==> src/design/sdrc_regs.svh <==
`ifndef SDRC_REGS_SVH
`define SDRC_REGS_SVH

// register addresses on the serial control interface
`define SDRC_ADDR_WIDTH 12
`define SDRC_OUT0_LOWRATE_PREEMPHASIS_ADDR 12'h02a
`define SDRC_OUT0_LOWRATE_SWING_ADDR 12'h02b

// reset values of whole registers
`define SDRC_OUT0_LOWRATE_PREEMPHASIS_RST 16'h0340
`define SDRC_OUT0_LOWRATE_SWING_RST 16'h17a0

// first register fields
`define SDRC_EMPH_WIDTH_MSB 12
`define SDRC_EMPH_WIDTH_LSB 8
`define SDRC_EMPH_OFF_BIT 6
`define SDRC_EMPH_LEVEL_MSB 5
`define SDRC_EMPH_LEVEL_LSB 0
`define SDRC_EMPH_RSVD_HI_MSB 15
`define SDRC_EMPH_RSVD_HI_LSB 13
`define SDRC_EMPH_RSVD_MID_BIT 7

// first register field reset values
`define SDRC_EMPH_RSVD_HI_RST 3'h0
`define SDRC_EMPH_WIDTH_RST 5'h03
`define SDRC_EMPH_RSVD_MID_RST 1'h0
`define SDRC_EMPH_OFF_RST 1'h1
`define SDRC_EMPH_LEVEL_RST 6'h00

// second register fields
`define SDRC_SWING_LEVEL_MSB 13
`define SDRC_SWING_LEVEL_LSB 8
`define SDRC_SWING_RSVD_HI_MSB 15
`define SDRC_SWING_RSVD_HI_LSB 14
`define SDRC_SWING_RSVD_LO_MSB 7
`define SDRC_SWING_RSVD_LO_LSB 0

// second register field reset values
`define SDRC_SWING_RSVD_HI_RST 2'h0
`define SDRC_SWING_LEVEL_RST 6'h17
`define SDRC_SWING_RSVD_LO_RST 8'ha0

`define SDRC_READ_UNMAPPED 16'h0000

`endif

==> src/design/sdrc_pkg.sv <==
package sdrc_pkg;

  // rate at which the recovery loop reports lock
  typedef enum logic [1:0] {
    sdrc_rate_madi,
    sdrc_rate_sd,
    sdrc_rate_hd,
    sdrc_rate_3g
  } sdrc_rate_t;

  // slew setting handed to the output 0 driver
  typedef enum logic [2:0] {
    sdrc_slew_bypass,
    sdrc_slew_madi,
    sdrc_slew_sd,
    sdrc_slew_hd,
    sdrc_slew_3g
  } sdrc_slew_t;

  typedef logic [15:0] sdrc_word_t;

endpackage : sdrc_pkg

==> src/design/sdrc_slew_select.sv <==
`timescale 1ns/1ps
module sdrc_slew_select (
  // selection inputs
  input wire logic auto_slew,
  input wire logic cdr_locked,
  input wire sdrc_pkg::sdrc_rate_t cdr_rate,
  input wire sdrc_pkg::sdrc_slew_t manual_slew,
  // chosen setting, combinational
  output sdrc_pkg::sdrc_slew_t slew_choice
);

  function automatic sdrc_pkg::sdrc_slew_t rate_to_slew(input sdrc_pkg::sdrc_rate_t rate);
    case (rate)
      sdrc_pkg::sdrc_rate_madi: rate_to_slew = sdrc_pkg::sdrc_slew_madi;
      sdrc_pkg::sdrc_rate_sd: rate_to_slew = sdrc_pkg::sdrc_slew_sd;
      sdrc_pkg::sdrc_rate_hd: rate_to_slew = sdrc_pkg::sdrc_slew_hd;
      sdrc_pkg::sdrc_rate_3g: rate_to_slew = sdrc_pkg::sdrc_slew_3g;
      default: rate_to_slew = sdrc_pkg::sdrc_slew_bypass;
    endcase
  endfunction : rate_to_slew

  always_comb begin
    if (!auto_slew) begin
      slew_choice = manual_slew;
    end else if (!cdr_locked) begin
      slew_choice = sdrc_pkg::sdrc_slew_bypass;
    end else begin
      slew_choice = rate_to_slew(cdr_rate);
    end
  end

endmodule : sdrc_slew_select

==> src/design/sdrc_out0_lowrate_cfg.sv <==
// Operation
// - five-bit emphasis width at 12:8 of first register, reset 3, range 0-15.
// - bit 6 of first register, reset 1, powers down pre-emphasis.
// - six-bit emphasis level at 5:0 of first register, reset 0, range 0-15.
// - six-bit swing level at 13:8 of second register, reset hex 17.
// - with auto slew set, slew follows the locked recovery rate.
// - auto slew with recovery unlocked drives bypass slew.
`timescale 1ns/1ps
`include "sdrc_regs.svh"
module sdrc_out0_lowrate_cfg (
  // clock and reset
  input wire logic clk,
  input wire logic rst_n,
  // register access from the serial control interface
  input wire logic [`SDRC_ADDR_WIDTH-1:0] reg_addr,
  input wire logic reg_wr,
  input wire logic reg_rd,
  input wire logic [15:0] reg_wdata,
  output logic [15:0] reg_rdata,
  output logic reg_rdata_valid,
  // slew control and recovery loop status
  input wire logic out0_auto_slew_select,
  input wire logic cdr_locked,
  input wire sdrc_pkg::sdrc_rate_t cdr_rate,
  input wire sdrc_pkg::sdrc_slew_t manual_slew,
  // output 0 driver controls
  output logic [4:0] out0_lowrate_emph_width,
  output logic out0_lowrate_emph_off,
  output logic [5:0] out0_lowrate_emph_level,
  output logic [5:0] out0_lowrate_swing_level,
  output sdrc_pkg::sdrc_slew_t out0_slew
);

  // first register, one flop group per field
  logic [2:0] emph_rsvd_hi_reg;
  logic [2:0] emph_rsvd_hi_next;
  logic [4:0] emph_width_reg;
  logic [4:0] emph_width_next;
  logic emph_rsvd_mid_reg;
  logic emph_rsvd_mid_next;
  logic emph_off_reg;
  logic emph_off_next;
  logic [5:0] emph_level_reg;
  logic [5:0] emph_level_next;

  // second register
  logic [1:0] swing_rsvd_hi_reg;
  logic [1:0] swing_rsvd_hi_next;
  logic [5:0] swing_level_reg;
  logic [5:0] swing_level_next;
  logic [7:0] swing_rsvd_lo_reg;
  logic [7:0] swing_rsvd_lo_next;

  // read port and slew
  logic [15:0] rdata_reg;
  logic [15:0] rdata_next;
  logic rvalid_reg;
  logic rvalid_next;
  sdrc_pkg::sdrc_slew_t slew_reg;
  sdrc_pkg::sdrc_slew_t slew_next;
  sdrc_pkg::sdrc_slew_t slew_choice;

  function automatic logic addr_hit(input logic [`SDRC_ADDR_WIDTH-1:0] a,
                                    input logic [`SDRC_ADDR_WIDTH-1:0] target);
    addr_hit = (a == target);
  endfunction : addr_hit

  function automatic sdrc_pkg::sdrc_word_t pack_preemphasis(
      input logic [2:0] rsvd_hi,
      input logic [4:0] width,
      input logic rsvd_mid,
      input logic off,
      input logic [5:0] level);
    pack_preemphasis = {rsvd_hi, width, rsvd_mid, off, level};
  endfunction : pack_preemphasis

  function automatic sdrc_pkg::sdrc_word_t pack_swing(
      input logic [1:0] rsvd_hi,
      input logic [5:0] level,
      input logic [7:0] rsvd_lo);
    pack_swing = {rsvd_hi, level, rsvd_lo};
  endfunction : pack_swing

  // first register write path
  always_comb begin
    emph_rsvd_hi_next = emph_rsvd_hi_reg;
    emph_width_next = emph_width_reg;
    emph_rsvd_mid_next = emph_rsvd_mid_reg;
    emph_off_next = emph_off_reg;
    emph_level_next = emph_level_reg;
    if (reg_wr && addr_hit(reg_addr, `SDRC_OUT0_LOWRATE_PREEMPHASIS_ADDR)) begin
      emph_rsvd_hi_next = reg_wdata[`SDRC_EMPH_RSVD_HI_MSB:`SDRC_EMPH_RSVD_HI_LSB];
      emph_width_next = reg_wdata[`SDRC_EMPH_WIDTH_MSB:`SDRC_EMPH_WIDTH_LSB];
      emph_rsvd_mid_next = reg_wdata[`SDRC_EMPH_RSVD_MID_BIT];
      emph_off_next = reg_wdata[`SDRC_EMPH_OFF_BIT];
      emph_level_next = reg_wdata[`SDRC_EMPH_LEVEL_MSB:`SDRC_EMPH_LEVEL_LSB];
    end
  end

  always_ff @(posedge clk) begin
    if (!rst_n) begin
      emph_rsvd_hi_reg <= `SDRC_EMPH_RSVD_HI_RST;
      emph_width_reg <= `SDRC_EMPH_WIDTH_RST;
      emph_rsvd_mid_reg <= `SDRC_EMPH_RSVD_MID_RST;
      emph_off_reg <= `SDRC_EMPH_OFF_RST;
      emph_level_reg <= `SDRC_EMPH_LEVEL_RST;
    end else begin
      emph_rsvd_hi_reg <= emph_rsvd_hi_next;
      emph_width_reg <= emph_width_next;
      emph_rsvd_mid_reg <= emph_rsvd_mid_next;
      emph_off_reg <= emph_off_next;
      emph_level_reg <= emph_level_next;
    end
  end

  // second register write path
  always_comb begin
    swing_rsvd_hi_next = swing_rsvd_hi_reg;
    swing_level_next = swing_level_reg;
    swing_rsvd_lo_next = swing_rsvd_lo_reg;
    if (reg_wr && addr_hit(reg_addr, `SDRC_OUT0_LOWRATE_SWING_ADDR)) begin
      swing_rsvd_hi_next = reg_wdata[`SDRC_SWING_RSVD_HI_MSB:`SDRC_SWING_RSVD_HI_LSB];
      swing_level_next = reg_wdata[`SDRC_SWING_LEVEL_MSB:`SDRC_SWING_LEVEL_LSB];
      swing_rsvd_lo_next = reg_wdata[`SDRC_SWING_RSVD_LO_MSB:`SDRC_SWING_RSVD_LO_LSB];
    end
  end

  always_ff @(posedge clk) begin
    if (!rst_n) begin
      swing_rsvd_hi_reg <= `SDRC_SWING_RSVD_HI_RST;
      swing_level_reg <= `SDRC_SWING_LEVEL_RST;
      // low byte resets to hex a0
      swing_rsvd_lo_reg <= `SDRC_SWING_RSVD_LO_RST;
    end else begin
      swing_rsvd_hi_reg <= swing_rsvd_hi_next;
      swing_level_reg <= swing_level_next;
      swing_rsvd_lo_reg <= swing_rsvd_lo_next;
    end
  end

  // read path; a read in the same cycle as a write returns the old value
  always_comb begin
    rdata_next = rdata_reg;
    rvalid_next = 1'b0;
    if (reg_rd) begin
      rvalid_next = 1'b1;
      if (addr_hit(reg_addr, `SDRC_OUT0_LOWRATE_PREEMPHASIS_ADDR)) begin
        rdata_next = pack_preemphasis(emph_rsvd_hi_reg, emph_width_reg,
                                      emph_rsvd_mid_reg, emph_off_reg, emph_level_reg);
      end else if (addr_hit(reg_addr, `SDRC_OUT0_LOWRATE_SWING_ADDR)) begin
        rdata_next = pack_swing(swing_rsvd_hi_reg, swing_level_reg, swing_rsvd_lo_reg);
      end else begin
        rdata_next = `SDRC_READ_UNMAPPED;
      end
    end
  end

  always_ff @(posedge clk) begin
    if (!rst_n) begin
      rdata_reg <= `SDRC_READ_UNMAPPED;
      rvalid_reg <= 1'b0;
    end else begin
      rdata_reg <= rdata_next;
      rvalid_reg <= rvalid_next;
    end
  end

  sdrc_slew_select u_slew_select (
    .auto_slew(out0_auto_slew_select),
    .cdr_locked(cdr_locked),
    .cdr_rate(cdr_rate),
    .manual_slew(manual_slew),
    .slew_choice(slew_choice)
  );

  // slew next value
  always_comb begin
    slew_next = slew_choice;
  end

  // slew registered so the driver control comes from a flop
  always_ff @(posedge clk) begin
    if (!rst_n) begin
      slew_reg <= sdrc_pkg::sdrc_slew_bypass;
    end else begin
      slew_reg <= slew_next;
    end
  end

  assign reg_rdata = rdata_reg;
  assign reg_rdata_valid = rvalid_reg;
  // fields are passed unclamped; out-of-range values are software's to avoid
  // fields drive output 0
  assign out0_lowrate_emph_width = emph_width_reg;
  assign out0_lowrate_emph_off = emph_off_reg;
  assign out0_lowrate_emph_level = emph_level_reg;
  assign out0_lowrate_swing_level = swing_level_reg;
  assign out0_slew = slew_reg;

endmodule : sdrc_out0_lowrate_cfg

==> config.mk <==
export PLATFORM = sky130hd
export DESIGN_NAME = sdrc_out0_lowrate_cfg
export DESIGN_NICKNAME = d
export VERILOG_FILES = /design/src/design/sdrc_pkg.sv /design/src/design/sdrc_slew_select.sv /design/src/design/sdrc_out0_lowrate_cfg.sv
export VERILOG_INCLUDE_DIRS = /design/src /design/src/design
export SDC_FILE = /design/constraint.sdc
export NUM_CORES = 1
export LEC_CHECK = 0
export BUFFER_PORTS_ARGS = -buffer_cell sky130_fd_sc_hd__buf_2
export CAP_MARGIN = 20
export CORE_MARGIN = 2
export CORE_UTILIZATION = 49
export CTS_BUF_LIST = sky130_fd_sc_hd__clkbuf_16
export CTS_CLUSTER_DIAMETER = 100
export CTS_CLUSTER_SIZE = 24
export DETAILED_ROUTE_END_ITERATION = 6
export GPL_ROUTABILITY_DRIVEN = 0
export PLACE_DENSITY = 0.88
export SLEW_MARGIN = 10
export SYNTH_ARGS = -nofsm -noshare
export SYNTH_HDL_FRONTEND = slang
export SYNTH_SLANG_ARGS = --single-unit
export TNS_END_PERCENT = 30
==> constraint.sdc <==
create_clock -name clk -period 1.7 [get_ports clk]
set_input_delay 0.255 -clock clk [delete_from_list [all_inputs] [get_ports clk]]
set_output_delay 0.255 -clock clk [all_outputs]
set_load 0.05 [all_outputs]
==> parameters.txt, run 1 <==
Parameter                              Value

Layout
  Share of cells above drive strength 1 ... 0.316
  Commonest non-fill, non-tap cells in the layout ... sky130_fd_sc_hd__buf_2 (76), sky130_fd_sc_hd__nand2_1 (53), sky130_fd_sc_hd__dfxtp_1 (52)
  N_diodes ... 0
  Final Net Count ... roughly 340
  Number of flip-flops in the largest register ... 16
  Area grow syn2layout ... 26.2%
  Leading cell type in the layout, fill and taps excluded ... sky130_fd_sc_hd__buf_2
  Number of non-filler instances in the completed layout ... about 350

Clocking
  Max Buffers Root-to-Sink ... 2
  CTS tree ... done
  Clk pin slew, worst setup/hold paths ... 0.07 ns
  Quantity of hold-fixing buffers added after cts ... 0
  Post-cts repair resize count ... 0
  Clock latency of the later-clocked register in the worst-skew pair ... 0.28 ns
  # Post-CTS Setup Buffers ... 0
  Number of clock sinks ... between 50 and 60
  Clock H-tree levels ... 2
  Clock tree root buffer cell ... sky130_fd_sc_hd__clkbuf_16
  Inserted Clock Buffers ... 5

Floorplanning
  Y dimension of the die ... slightly above 70 um
  Horizontal die dimension ... 71.1 um
  # IOs ... 77
  Number of rows in the core area ... 24
  Effective utilization at floorplan ... 0.507
  Core area ... 0.00435 mm^2
  Total Die Area ... 0.00506 mm^2

Setup path
  Type of destination of the critical path ... flip-flop
  Buf+Inv Stages, Crit Path ... 2
  Required time at the worst-slack endpoint ... between 1.5 and 2 ns
  Data arrival time of the critical path ... between 1 and 1.5 ns
  Chain of cells forming the critical path ... buf_2, nor4b_4, and4_1, buf_12, mux2i_1
  Setup slack, reg-to-reg ... between 1 and 1.5 ns
  Critical path fanouts, max ... 16
  Kind of critical path ... in -> reg
  Category of the worst setup path launch point ... primary input
  CP peak stage delay ... about 0.37 ns
  Library cell contributing the largest single delay on the critical path ... sky130_fd_sc_hd__nor4b_4
  Largest delay contributor family on the critical path ... simple AND/OR/NAND/NOR gates

Timing
  Setup Total Neg Slack ... 0 ns
  Least setup slack across all paths after layout ... 0.503 ns
  RSZ-0062 raised after global routing ... no
  Worst Skew ... roughly 0.0036 ns
  Worst slew margin ... 0.786
  Post-route fraction of the period consumed by the critical path ... 0.704
  Least-Margin Pin Slew ... ~0.32 ns
  Top achievable clock speed ... 836 MHz
  Minimum clock period ... 1.20 ns
  Final setup fails ... 0
  Total count of max-transition violations in the final report ... 0
  Final number of hold-violating endpoints ... 0

GRT
  Maximum number of pins on one net before global-route repair ... 29
  Remaining Overflow, GRT ... 0
  Overall routing resource usage ... 0.183
  Number of antenna violations at the first check in global routing ... 0
  Via count of the first global-routing pass ... ~1700
  Global-route wire length before repair ... approximately 7400 um

Synth
  Number of register bits inferred by synthesis ... 52
  Share of flip-flops with an asynchronous set or reset after synthesis ... 0
  Synth Warn # ... 0
  EDFF count, synth ... 0
  Syn Nets ... roughly 270
  Synthesized area per cell ... between 9 and 10 um^2
  Number of distinct standard cells referenced by the synthesized netlist ... 25
  Gate Count Post-Synth ... about 220
  Predominant post-synthesis flop cell ... sky130_fd_sc_hd__dfxtp_1
  Fraction of the yosys area taken by sequential cells ... 0.472
  Netlist area before placement ... 0.00221 mm^2

Power and ir drop
  Power density cells ... between 800 and 900 mW/mm^2
  Leakage power figure ... around 0.0013 uW
  IR drop worst, VDD ... around 0.46 mV
  Combinational power share ... 0.071
  Internal power contribution ... between 1500 and 2000 uW
  Sequential Power Share ... 0.514
  Switching power share of the total ... 0.225
  Switching component of the power ... between 500 and 600 uW
  Fraction of power consumed by the clock network ... 0.415

Routing
  Via-per-instance ratio ... 4.89
  First-pass detailed-route iteration total ... 4
  Met2 Wirelength ... 2290 um
  Vias ... between 1500 and 2000
  Post-route antenna net violation count ... 0
  Length of routed wiring on met1 ... 1870 um
  DR WL/cell ... about 12 um
  Top layer in use ... met4
  Total Wirelength ... approximately 4400 um
  Number of design-rule violations left by the first detailed-router iteration ... 54
  Number of DRC violations after detailed routing ... 0
  Routed length on met3 ... around 150 um

Placement
  Count of buffers from port buffering ... 76
  Placed cell count ... 345
  Half-perimeter wire length of the detailed placement result ... 3240 um
  Worst Setup Slack post-DPL ... roughly 0.2 ns

Status
  Status ... complete, no violations

Hold path
  Class of the tightest hold or removal check ... in -> reg

Job
  Maximum capacitance violations ... 0
-- worst reg2reg max path, stage by stage (launching register included) --
cell and delay, ns:
sky130_fd_sc_hd__dfxtp_1 0.36, sky130_fd_sc_hd__mux2i_1 0.08, sky130_fd_sc_hd__o21ai_0 0.16
-- per-layer routing --
layer | global-route usage | vias up
met2 | 0.332 | 34
met1 | 0.210 | 787
met3 | 0.0313 | 4
met4 | 0.0755 | 0
li1 | - | 902
met5 | 0 | -
-- through the flow --
| step | total power, uW | utilization | hold slack [ns] | instance area, um^2 |
|---|---|---|---|---|
| 2_1_floorplan | 1350 | - | 0.394 | 2210 |
| 3_3_place_gp | 1420 | 0.606 | 0.428 | 2640 |
| 3_5_place_dp | 1420 | 0.606 | 0.438 | 2640 |
| 4_1_cts | 2410 | 0.640 | 0.210 | 2790 |
| 5_1_grt | 2480 | 0.640 | 0.223 | 2790 |
| 6_report | 2380 | 0.640 | 0.218 | 2790 |
-- cells in the mapped netlist (2+ instances only) --
library cell | number | area share
sky130_fd_sc_hd__nand2_1 | 53 | 0.090
sky130_fd_sc_hd__dfxtp_1 | 52 | 0.47
sky130_fd_sc_hd__mux2i_1 | 48 | 0.22
sky130_fd_sc_hd__nor2b_1 | 18 | 0.051
sky130_fd_sc_hd__o21ai_0 | 14 | 0.032
sky130_fd_sc_hd__clkbuf_1 | 8 | 0.014
sky130_fd_sc_hd__a21boi_0 | 3 | 0.010
sky130_fd_sc_hd__ha_1 | 3 | 0.017
sky130_fd_sc_hd__nand2b_1 | 3 | 0.0085
sky130_fd_sc_hd__buf_2 | 2 | 0.0045
sky130_fd_sc_hd__buf_6 | 2 | 0.010
sky130_fd_sc_hd__inv_1 | 2 | 0.0034
sky130_fd_sc_hd__nand3_1 | 2 | 0.0045
sky130_fd_sc_hd__o21ai_1 | 2 | 0.0045
-- area by class of cell --
| class | instances | area, um^2 |
|---|---|---|
| Clock buffer | 5 | 125 |
| Clock inverter | 3 | 22.5 |
| Fill cell | 371 | 1570 |
| Inverter | 2 | 7.51 |
| Multi-Input combinational cell | 155 | 1070 |
| Sequential cell | 52 | 1040 |
| Tap cell | 52 | 65.1 |
| Timing Repair Buffer | 84 | 453 |
-- cells by family (layout without fill, tap and decap cells) --
family / count (synthesis) / after routing / synth area share
AO/OA/AOI/OAI: 20 / 20 / 0.0499
adder cells (fa/ha/maj): 3 / 3 / 0.0170
buffers and inverters: 16 / 94 / 0.0431
flip-flops: 52 / 52 / 0.472
multiplexers: 48 / 48 / 0.218
AND/OR/NAND/NOR: 84 / 84 / 0.201
-- power by group through the flow --
stage               clock network [uW]  registers, uW  logic (uW)
finish                             988           1220         170
global route                      1070           1220         189
CTS                               1020           1220         173
detailed placement                   0           1250         172
global placement                     0           1250         169
floorplan                            0           1270        78.9
-- path summary, 6_finish.rpt --
check / start / end / cells after the start
max: reg_addr[4] / swing_rsvd_lo_reg[1]$_SDFFE_PN0P_ / 5
min: reg_rd / reg_rdata_valid$_SDFF_PN0_ / 2
max reg2reg: out0_lowrate_emph_level[1]$_SDFFE_PN0P_ / reg_rdata[1]$_SDFFE_PN0P_ / 2
min reg2reg: reg_rdata[13]$_SDFFE_PN0P_ / reg_rdata[13]$_SDFFE_PN0P_ / 2
Power figures use the tool's default switching activity.
==> run 2, diff against run 1 <==
CORE_UTILIZATION = 44   (was 49)
PLACE_DENSITY = 0.84   (was 0.88)
clock period = 1.1 ns   (was 1.7 ns; I/O delays follow)
==> run 2 against run 1 <==
  * Clock power is 46% higher
  * Combinational power rose by 59%
  * Worst setup slack got worse by 0.47 ns
  * Wire length grew 0.11%
  * Sequential power grew 55%
  * Cell area rose by 2.3%
  * Register-to-register slack lost 0.58 ns
  * Critical path depth fell by 4
==> parameters.txt, run 2 (synthesis gave the netlist of run 1 again) <==
Parameter                              Value

Status
  Status ... complete, no violations (unchanged)

Hold path
  Worst Hold Launch ... reg_rd (unchanged)
  Cell depth of the worst min-delay path ... 2 (unchanged)
  Class of the tightest hold or removal check ... in -> reg (unchanged)
  Endpoint of the worst hold-timing path ... reg_rdata_valid$_SDFF_PN0_ (unchanged)

Floorplanning
  Y dimension of the die ... 74.8 um (was 71.1 um)
  Number of rows in the core area ... 25 (was 24)
  # IOs ... 77 (unchanged)
  Core area ... 0.00479 mm^2 (was 0.00435 mm^2)
  Horizontal die dimension ... 74.8 um (was 71.1 um)
  Total Die Area ... 0.00560 mm^2 (was 0.00506 mm^2)
  Effective utilization at floorplan ... 0.461 (was 0.507)

Timing
  Post-route fraction of the period consumed by the critical path ... 0.974
  Final setup fails ... 0 (unchanged)
  Worst slew margin ... 0.799 (was 0.786)
  Minimum clock period ... around 1.1 ns
  Final number of hold-violating endpoints ... 0 (unchanged)
  Total count of max-transition violations in the final report ... 0 (unchanged)
  Worst Skew ... 0.00142 ns (was 0.00365 ns)
  RSZ-0062 raised after global routing ... no (unchanged)
  Top achievable clock speed ... approximately 930 MHz
  Least-Margin Pin Slew ... 0.302 ns (was 0.320 ns)

Setup path
  Category of the worst setup path launch point ... flip-flop (was primary input)
  Chain of cells forming the critical path ... buf_2 (was buf_2, nor4b_4, and4_1, buf_12, mux2i_1)
  End of the worst register-to-register path ... reg_rdata[11]$_SDFFE_PN0P_ (was reg_rdata[1]$_SDFFE_PN0P_)
  Cell count of the worst reg-to-reg path ... 2 (unchanged)
  Required time at the worst-slack endpoint ... 0.94 ns (was 1.92 ns)
  Largest delay contributor family on the critical path ... flip-flops (was simple AND/OR/NAND/NOR gates)
  Data arrival time of the critical path ... 0.91 ns (was 1.41 ns)
  Kind of critical path ... reg -> out (was in -> reg)
  Total number of cells along the worst setup path ... 1 (was 5)
  Critical path fanouts, max ... 3 (was 16)
  Reg2reg start ... out0_lowrate_swing_level[3]$_SDFFE_PN0P_ (was out0_lowrate_emph_level[1]$_SDFFE_PN0P_)
  Buf+Inv Stages, Crit Path ... 1 (was 2)
  Setup slack, reg-to-reg ... 0.44 ns (was 1.02 ns)
  CP peak stage delay ... 0.35 ns (was 0.37 ns)
  Type of destination of the critical path ... primary output (was flip-flop)
  Library cell contributing the largest single delay on the critical path ... sky130_fd_sc_hd__dfxtp_1 (was sky130_fd_sc_hd__nor4b_4)

Clocking
  Max Buffers Root-to-Sink ... 2 (unchanged)
  Clock latency of the later-clocked register in the worst-skew pair ... 0.28 ns (about the same)
  Number of clock sinks ... 52 (unchanged)
  Clk pin slew, worst setup/hold paths ... 0.06 ns (was 0.07 ns)
  Clock tree root buffer cell ... sky130_fd_sc_hd__clkbuf_16 (unchanged)
  Quantity of hold-fixing buffers added after cts ... 0 (unchanged)
  CTS tree ... done (unchanged)
  Clock H-tree levels ... 2 (unchanged)
  Inserted Clock Buffers ... 5 (unchanged)

GRT
  Overall routing resource usage ... 0.167 (was 0.183)
  Remaining Overflow, GRT ... 0 (unchanged)
  Global-route wire length before repair ... 7270 um (was 7380 um)
  Number of antenna violations at the first check in global routing ... 0 (unchanged)
  Via count of the first global-routing pass ... 1704 (was 1675)
  Maximum number of pins on one net before global-route repair ... 30 (was 29)

Power and ir drop
  Post-layout total power ... 3600 uW (was 2380 uW)
  IR drop worst, VDD ... 0.913 mV (was 0.457 mV)
  Power density cells ... 1260 mW/mm^2 (was 855 mW/mm^2)
  Leakage power figure ... 0.00136 uW (was 0.00134 uW)

Layout
  Combined flip-flop and latch cell area ... 0.00104 mm^2 (unchanged)
  Total non-filler cell area in the finished layout ... 0.00285 mm^2 (was 0.00279 mm^2)
  N_diodes ... 0 (unchanged)
  Commonest non-fill, non-tap cells in the layout ... sky130_fd_sc_hd__buf_2 (68), sky130_fd_sc_hd__nand2_1 (53), sky130_fd_sc_hd__dfxtp_1 (52) (was sky130_fd_sc_hd__buf_2 (76), sky130_fd_sc_hd__nand2_1 (53), sky130_fd_sc_hd__dfxtp_1 (52))
  Combined area of the multi-input logic cells ... 0.00107 mm^2 (unchanged)
  Filler Cells Inserted ... 449 (was 371)
  Number of flip-flops in the largest register ... 16 (unchanged)
  Final Net Count ... 345 (was 342)
  Area grow syn2layout ... 29.1% (was 26.2%)
  Number of non-filler instances in the completed layout ... 371 (was 353)
  Leading cell type in the layout, fill and taps excluded ... sky130_fd_sc_hd__buf_2 (unchanged)
  Share of cells above drive strength 1 ... 0.319 (was 0.316)

Routing
  Post-route antenna net violation count ... 0 (unchanged)
  Number of design-rule violations left by the first detailed-router iteration ... 46 (was 54)
  Via-per-instance ratio ... 4.76 (was 4.89)
  First-pass detailed-route iteration total ... 4 (unchanged)
  Vias ... 1767 (was 1727)
  DR WL/cell ... 11.8 um (was 12.4 um)
  Total Wirelength ... 4380 um (was 4370 um)
  Number of DRC violations after detailed routing ... 0 (unchanged)

Job
  Maximum capacitance violations ... 0 (unchanged)

Placement
  Placed cell count ... 362 (was 345)
  Post-DP Area ... 0.00268 mm^2 (was 0.00264 mm^2)
  Half-perimeter wire length of the detailed placement result ... 3230 um (was 3240 um)
  Count of buffers from port buffering ... 76 (unchanged)
==> run 2: cell types whose count changed in the layout (fill, tap and decap cells not counted), sizes merged <==
cell | previous run | this run
clkbuf | 5 | 12
buf | 84 | 80
inv | 3 | 2
clkinv | 2 | 3
==> run 2: worst max-delay path by stage <==
stage	startpoint	to
global route	out0_lowrate_swing_level[3]$_SDFFE_PN0P_	out0_lowrate_swing_level[3]
global placement	reg_addr[4]	out0_lowrate_swing_level[5]$_SDFFE_PN0P_
CTS	out0_lowrate_emph_width[3]$_SDFFE_PN0P_	out0_lowrate_emph_width[3]
floorplan	reg_addr[4]	out0_lowrate_swing_level[3]$_SDFFE_PN0P_
detailed placement	reg_addr[4]	out0_lowrate_swing_level[0]$_SDFFE_PN1P_
finish	out0_lowrate_emph_width[0]$_SDFFE_PN1P_	out0_lowrate_emph_width[0]
==> run 2: what timing repair did <==
action / CTS / global route
pin swaps: 1 / 0
buffers inserted: 1 / 0
setup endpoints to repair: 5 / 9
resized for setup: 0 / 10
==> run 2: metrics by stage <==
| step | util | setup TNS (ns) | worst slack, ns | hold slack, ns |
|---|---|---|---|---|
| floorplan | - | -2.40 | -0.146 | 0.304 |
| global placement | 0.561 | -7.94 | -0.256 | 0.426 |
| CTS | 0.591 | 0 | 0.00931 | 0.132 |
| finish | 0.596 | 0 | 0.0284 | 0.137 |
| global route | 0.596 | 0 | 0.000461 | 0.140 |
| detailed placement | 0.561 | -9.55 | -0.310 | 0.422 |
==> run 2: layout make-up <==
cell class / count / area share
inverters: 2 / 0.00263
flip-flops and latches: 52 / 0.365
well taps: 67 / 0.0294
repair buffers: 87 / 0.178
clock buffers: 5 / 0.0439
clock inverters: 3 / 0.00483
multi-input cells: 155 / 0.376
==> run 2: per-layer routing <==
| layer | part of all wire | up-vias | wire length, um | GRT usage |
|---|---|---|---|---|
| met5 | 0 | - | 0 | 0 |
| li1 | - | 905 | - | - |
| met2 | 0.53 | 36 | 2330 | 0.314 |
| met3 | 0.032 | 2 | 142 | 0.0348 |
| met1 | 0.43 | 824 | 1870 | 0.189 |
| met4 | 0.0078 | 0 | 34 | 0.0476 |
==> run 2: report_power, final <==
group	internal [uW]	switching, uW
logic	121	151
clock network	826	611
registers	1890	1.94
==> run 3, diff against run 2 <==
CAP_MARGIN = not set   (was 20)
CORE_UTILIZATION = 51   (was 44)
PLACE_DENSITY = 0.9   (was 0.84)
clock period = 1.4 ns   (was 1.1 ns; I/O delays follow)
==> run 3 against run 2 <==
  * Sequential share of layout area increased by 0.50 points
  * Highest routed layer unchanged
  * Sequential power decreased by 21%
  * Clock power is 19% lower
  * Critical endpoint is now out0_lowrate_emph_level[4]
  * Largest power group unchanged
  * Critical path type unchanged
  * Core utilization is 9.2 points higher
  * Register-to-register slack better by 0.25 ns
  * Largest cell class unchanged
  * Wire length down 1.3%
  * Critical path depth is the same
  * Non-clock buffer count stayed put
  * Die area decreased by 13%
  * Cell count shrank 4.9%
  * Via count shrank 0.62%
  * Total power down 20%
==> parameters.txt, run 3 (synthesis gave the netlist of run 1 again) <==
Parameter                              Value

GRT
  Via count of the first global-routing pass ... 1607 (was 1704)
  Number of antenna violations at the first check in global routing ... 0 (unchanged)
  Global-route wire length before repair ... 7330 um (was 7270 um)
  Overall routing resource usage ... 0.184 (was 0.167)
  Remaining Overflow, GRT ... 0 (unchanged)
  Maximum number of pins on one net before global-route repair ... 30 (unchanged)

Power and ir drop
  Power density cells ... 1020 mW/mm^2 (was 1260 mW/mm^2)
  Internal power contribution ... 2240 uW (was 2840 uW)
  Post-layout total power ... 2870 uW (was 3600 uW)
  Switching power share of the total ... 0.219 (was 0.212)
  Switching component of the power ... 628 uW (was 764 uW)
  Combinational power share ... 0.074 (was 0.075)
  Leakage power figure ... 0.00135 uW (was 0.00136 uW)
  Fraction of power consumed by the clock network ... 0.408 (was 0.399)
  IR drop worst, VDD ... 0.913 mV (about the same)
  Sequential Power Share ... 0.519 (was 0.526)

Setup path
  Critical path capture point ... out0_lowrate_emph_level[4] (was out0_lowrate_emph_width[0])
  Critical path fanouts, max ... 3 (unchanged)
  Chain of cells forming the critical path ... buf_2 (unchanged)
  Type of destination of the critical path ... primary output (unchanged)
  Setup slack, reg-to-reg ... 0.69 ns (was 0.44 ns)
  Reg2reg start ... out0_lowrate_emph_off$_SDFFE_PN1P_ (was out0_lowrate_swing_level[3]$_SDFFE_PN0P_)
  Data arrival time of the critical path ... 0.94 ns (was 0.91 ns)
  Kind of critical path ... reg -> out (unchanged)
  Library cell contributing the largest single delay on the critical path ... sky130_fd_sc_hd__dfxtp_1 (unchanged)
  Largest delay contributor family on the critical path ... flip-flops (unchanged)
  Crit. Startpoint ... out0_lowrate_emph_level[4]$_SDFFE_PN0P_ (was out0_lowrate_emph_width[0]$_SDFFE_PN1P_)
  Cell count of the worst reg-to-reg path ... 2 (unchanged)
  Category of the worst setup path launch point ... flip-flop (unchanged)
  Buf+Inv Stages, Crit Path ... 1 (unchanged)
  CP peak stage delay ... 0.38 ns (was 0.35 ns)
  Total number of cells along the worst setup path ... 1 (unchanged)
  Required time at the worst-slack endpoint ... 1.19 ns (was 0.94 ns)
  End of the worst register-to-register path ... reg_rdata[6]$_SDFFE_PN0P_ (was reg_rdata[11]$_SDFFE_PN0P_)

Timing
  Final setup fails ... 0 (unchanged)
  Least setup slack across all paths after layout ... 0.250 ns (was 0.0284 ns)
  Total count of max-transition violations in the final report ... 0 (unchanged)
  RSZ-0062 raised after global routing ... no (unchanged)
  Final number of hold-violating endpoints ... 0 (unchanged)
  Worst slew margin ... 0.808 (was 0.799)
  Top achievable clock speed ... ~870 MHz
  Setup Total Neg Slack ... 0 ns (unchanged)
  Least-Margin Pin Slew ... 0.288 ns (was 0.302 ns)
  Worst Skew ... 0.00465 ns (was 0.00142 ns)
  Post-route fraction of the period consumed by the critical path ... 0.821
  Minimum clock period ... around 1.1 ns

Placement
  Count of buffers from port buffering ... 76 (unchanged)
  Half-perimeter wire length of the detailed placement result ... 3240 um (was 3230 um)
  Worst Setup Slack post-DPL ... 0.0240 ns (was -0.310 ns)

Routing
  Routed length on met3 ... 148 um (was 142 um)
  Vias ... 1756 (was 1767)
  Number of DRC violations after detailed routing ... 0 (unchanged)
  First-pass detailed-route iteration total ... 4 (unchanged)
  Total Wirelength ... 4320 um (was 4380 um)
  Post-route antenna net violation count ... 0 (unchanged)
  Top layer in use ... met4 (unchanged)
  DR WL/cell ... 12.2 um (was 11.8 um)
  Length of routed wiring on met1 ... 1880 um (was 1870 um)
  Number of design-rule violations left by the first detailed-router iteration ... 146 (was 46)
  Via-per-instance ratio ... 4.97 (was 4.76)
  Met2 Wirelength ... 2260 um (was 2330 um)

Floorplanning
  Effective utilization at floorplan ... 0.540 (was 0.461)
  # IOs ... 77 (unchanged)
  Number of rows in the core area ... 23 (was 25)
  Y dimension of the die ... 69.8 um (was 74.8 um)
  Horizontal die dimension ... 69.8 um (was 74.8 um)
  Total Die Area ... 0.00487 mm^2 (was 0.00560 mm^2)
  Core area ... 0.00409 mm^2 (was 0.00479 mm^2)

Clocking
  Clk pin slew, worst setup/hold paths ... 0.07 ns (was 0.06 ns)
  Post-cts repair resize count ... 0 (unchanged)
  Number of clock sinks ... 52 (unchanged)
  Clock tree root buffer cell ... sky130_fd_sc_hd__clkbuf_16 (unchanged)
  CTS tree ... done (unchanged)
  Clock H-tree levels ... 2 (unchanged)
  # Post-CTS Setup Buffers ... 0 (was 1)
  Clock latency of the later-clocked register in the worst-skew pair ... 0.28 ns (about the same)
  Max Buffers Root-to-Sink ... 2 (unchanged)
  Inserted Clock Buffers ... 5 (unchanged)
  Quantity of hold-fixing buffers added after cts ... 0 (unchanged)

Layout
  Area grow syn2layout ... 27.4% (was 29.1%)
  Commonest non-fill, non-tap cells in the layout ... sky130_fd_sc_hd__buf_2 (76), sky130_fd_sc_hd__nand2_1 (53), sky130_fd_sc_hd__dfxtp_1 (52) (was sky130_fd_sc_hd__buf_2 (68), sky130_fd_sc_hd__nand2_1 (53), sky130_fd_sc_hd__dfxtp_1 (52))
  Final Net Count ... 345 (unchanged)
  Number of flip-flops in the largest register ... 16 (unchanged)
  Leading cell type in the layout, fill and taps excluded ... sky130_fd_sc_hd__buf_2 (unchanged)
  N_diodes ... 0 (unchanged)
  Share of cells above drive strength 1 ... 0.320 (was 0.319)

Status
  Status ... complete, no violations (unchanged)

Job
  Maximum capacitance violations ... 0 (unchanged)

Hold path
  Class of the tightest hold or removal check ... in -> reg (unchanged)
run 3: worst min path at each step:
stage	start	endpoint	slack, ns	cells after the start
2_1_floorplan	reg_wdata[7]	emph_rsvd_mid_reg$_SDFFE_PN0P_	0.35	2
3_3_place_gp	reg_rdata[9]$_SDFFE_PN0P_	reg_rdata[9]$_SDFFE_PN0P_	0.43	2
3_5_place_dp	reg_rdata[4]$_SDFFE_PN0P_	reg_rdata[4]$_SDFFE_PN0P_	0.44	2
4_1_cts	reg_rd	reg_rdata_valid$_SDFF_PN0_	0.18	2
5_1_grt	reg_rd	reg_rdata_valid$_SDFF_PN0_	0.19	2
6_report	reg_wdata[12]	out0_lowrate_emph_width[4]$_SDFFE_PN0P_	0.18	3
run 3: routing by layer:
| layer | vias up | GRT usage |
|---|---|---|
| met5 | - | 0 |
| met4 | 0 | 0.0427 |
| met3 | 2 | 0.0378 |
| met2 | 37 | 0.324 |
| li1 | 906 | - |
| met1 | 811 | 0.229 |
run 3: per-stage QoR:
stage          instances  utilization  hold WS (ns)  area (um^2)
2_1_floorplan        223            -         0.349         2210
3_3_place_gp         346        0.653         0.427         2670
3_5_place_dp         346        0.653         0.437         2670
4_1_cts              353        0.688         0.184         2810
5_1_grt              353        0.688         0.192         2810
6_report             353        0.688         0.184         2810
run 3: final cells by class:
cell class	instances	area, um^2
Sequential cell	52	1040
Inverter	2	7.51
Tap cell	50	62.6
Timing Repair Buffer	87	488
Clock buffer	5	125
Fill cell	345	1270
Multi-Input combinational cell	155	1070
Clock inverter	2	16.3
run 3: power by group through the flow:
stage / registers (uW) / logic, uW / clock network, uW
finish: 1490 / 211 / 1170
global route: 1490 / 234 / 1260
CTS: 1490 / 214 / 1200
detailed placement: 1520 / 214 / 0
global placement: 1520 / 210 / 0
floorplan: 1540 / 95.8 / 0
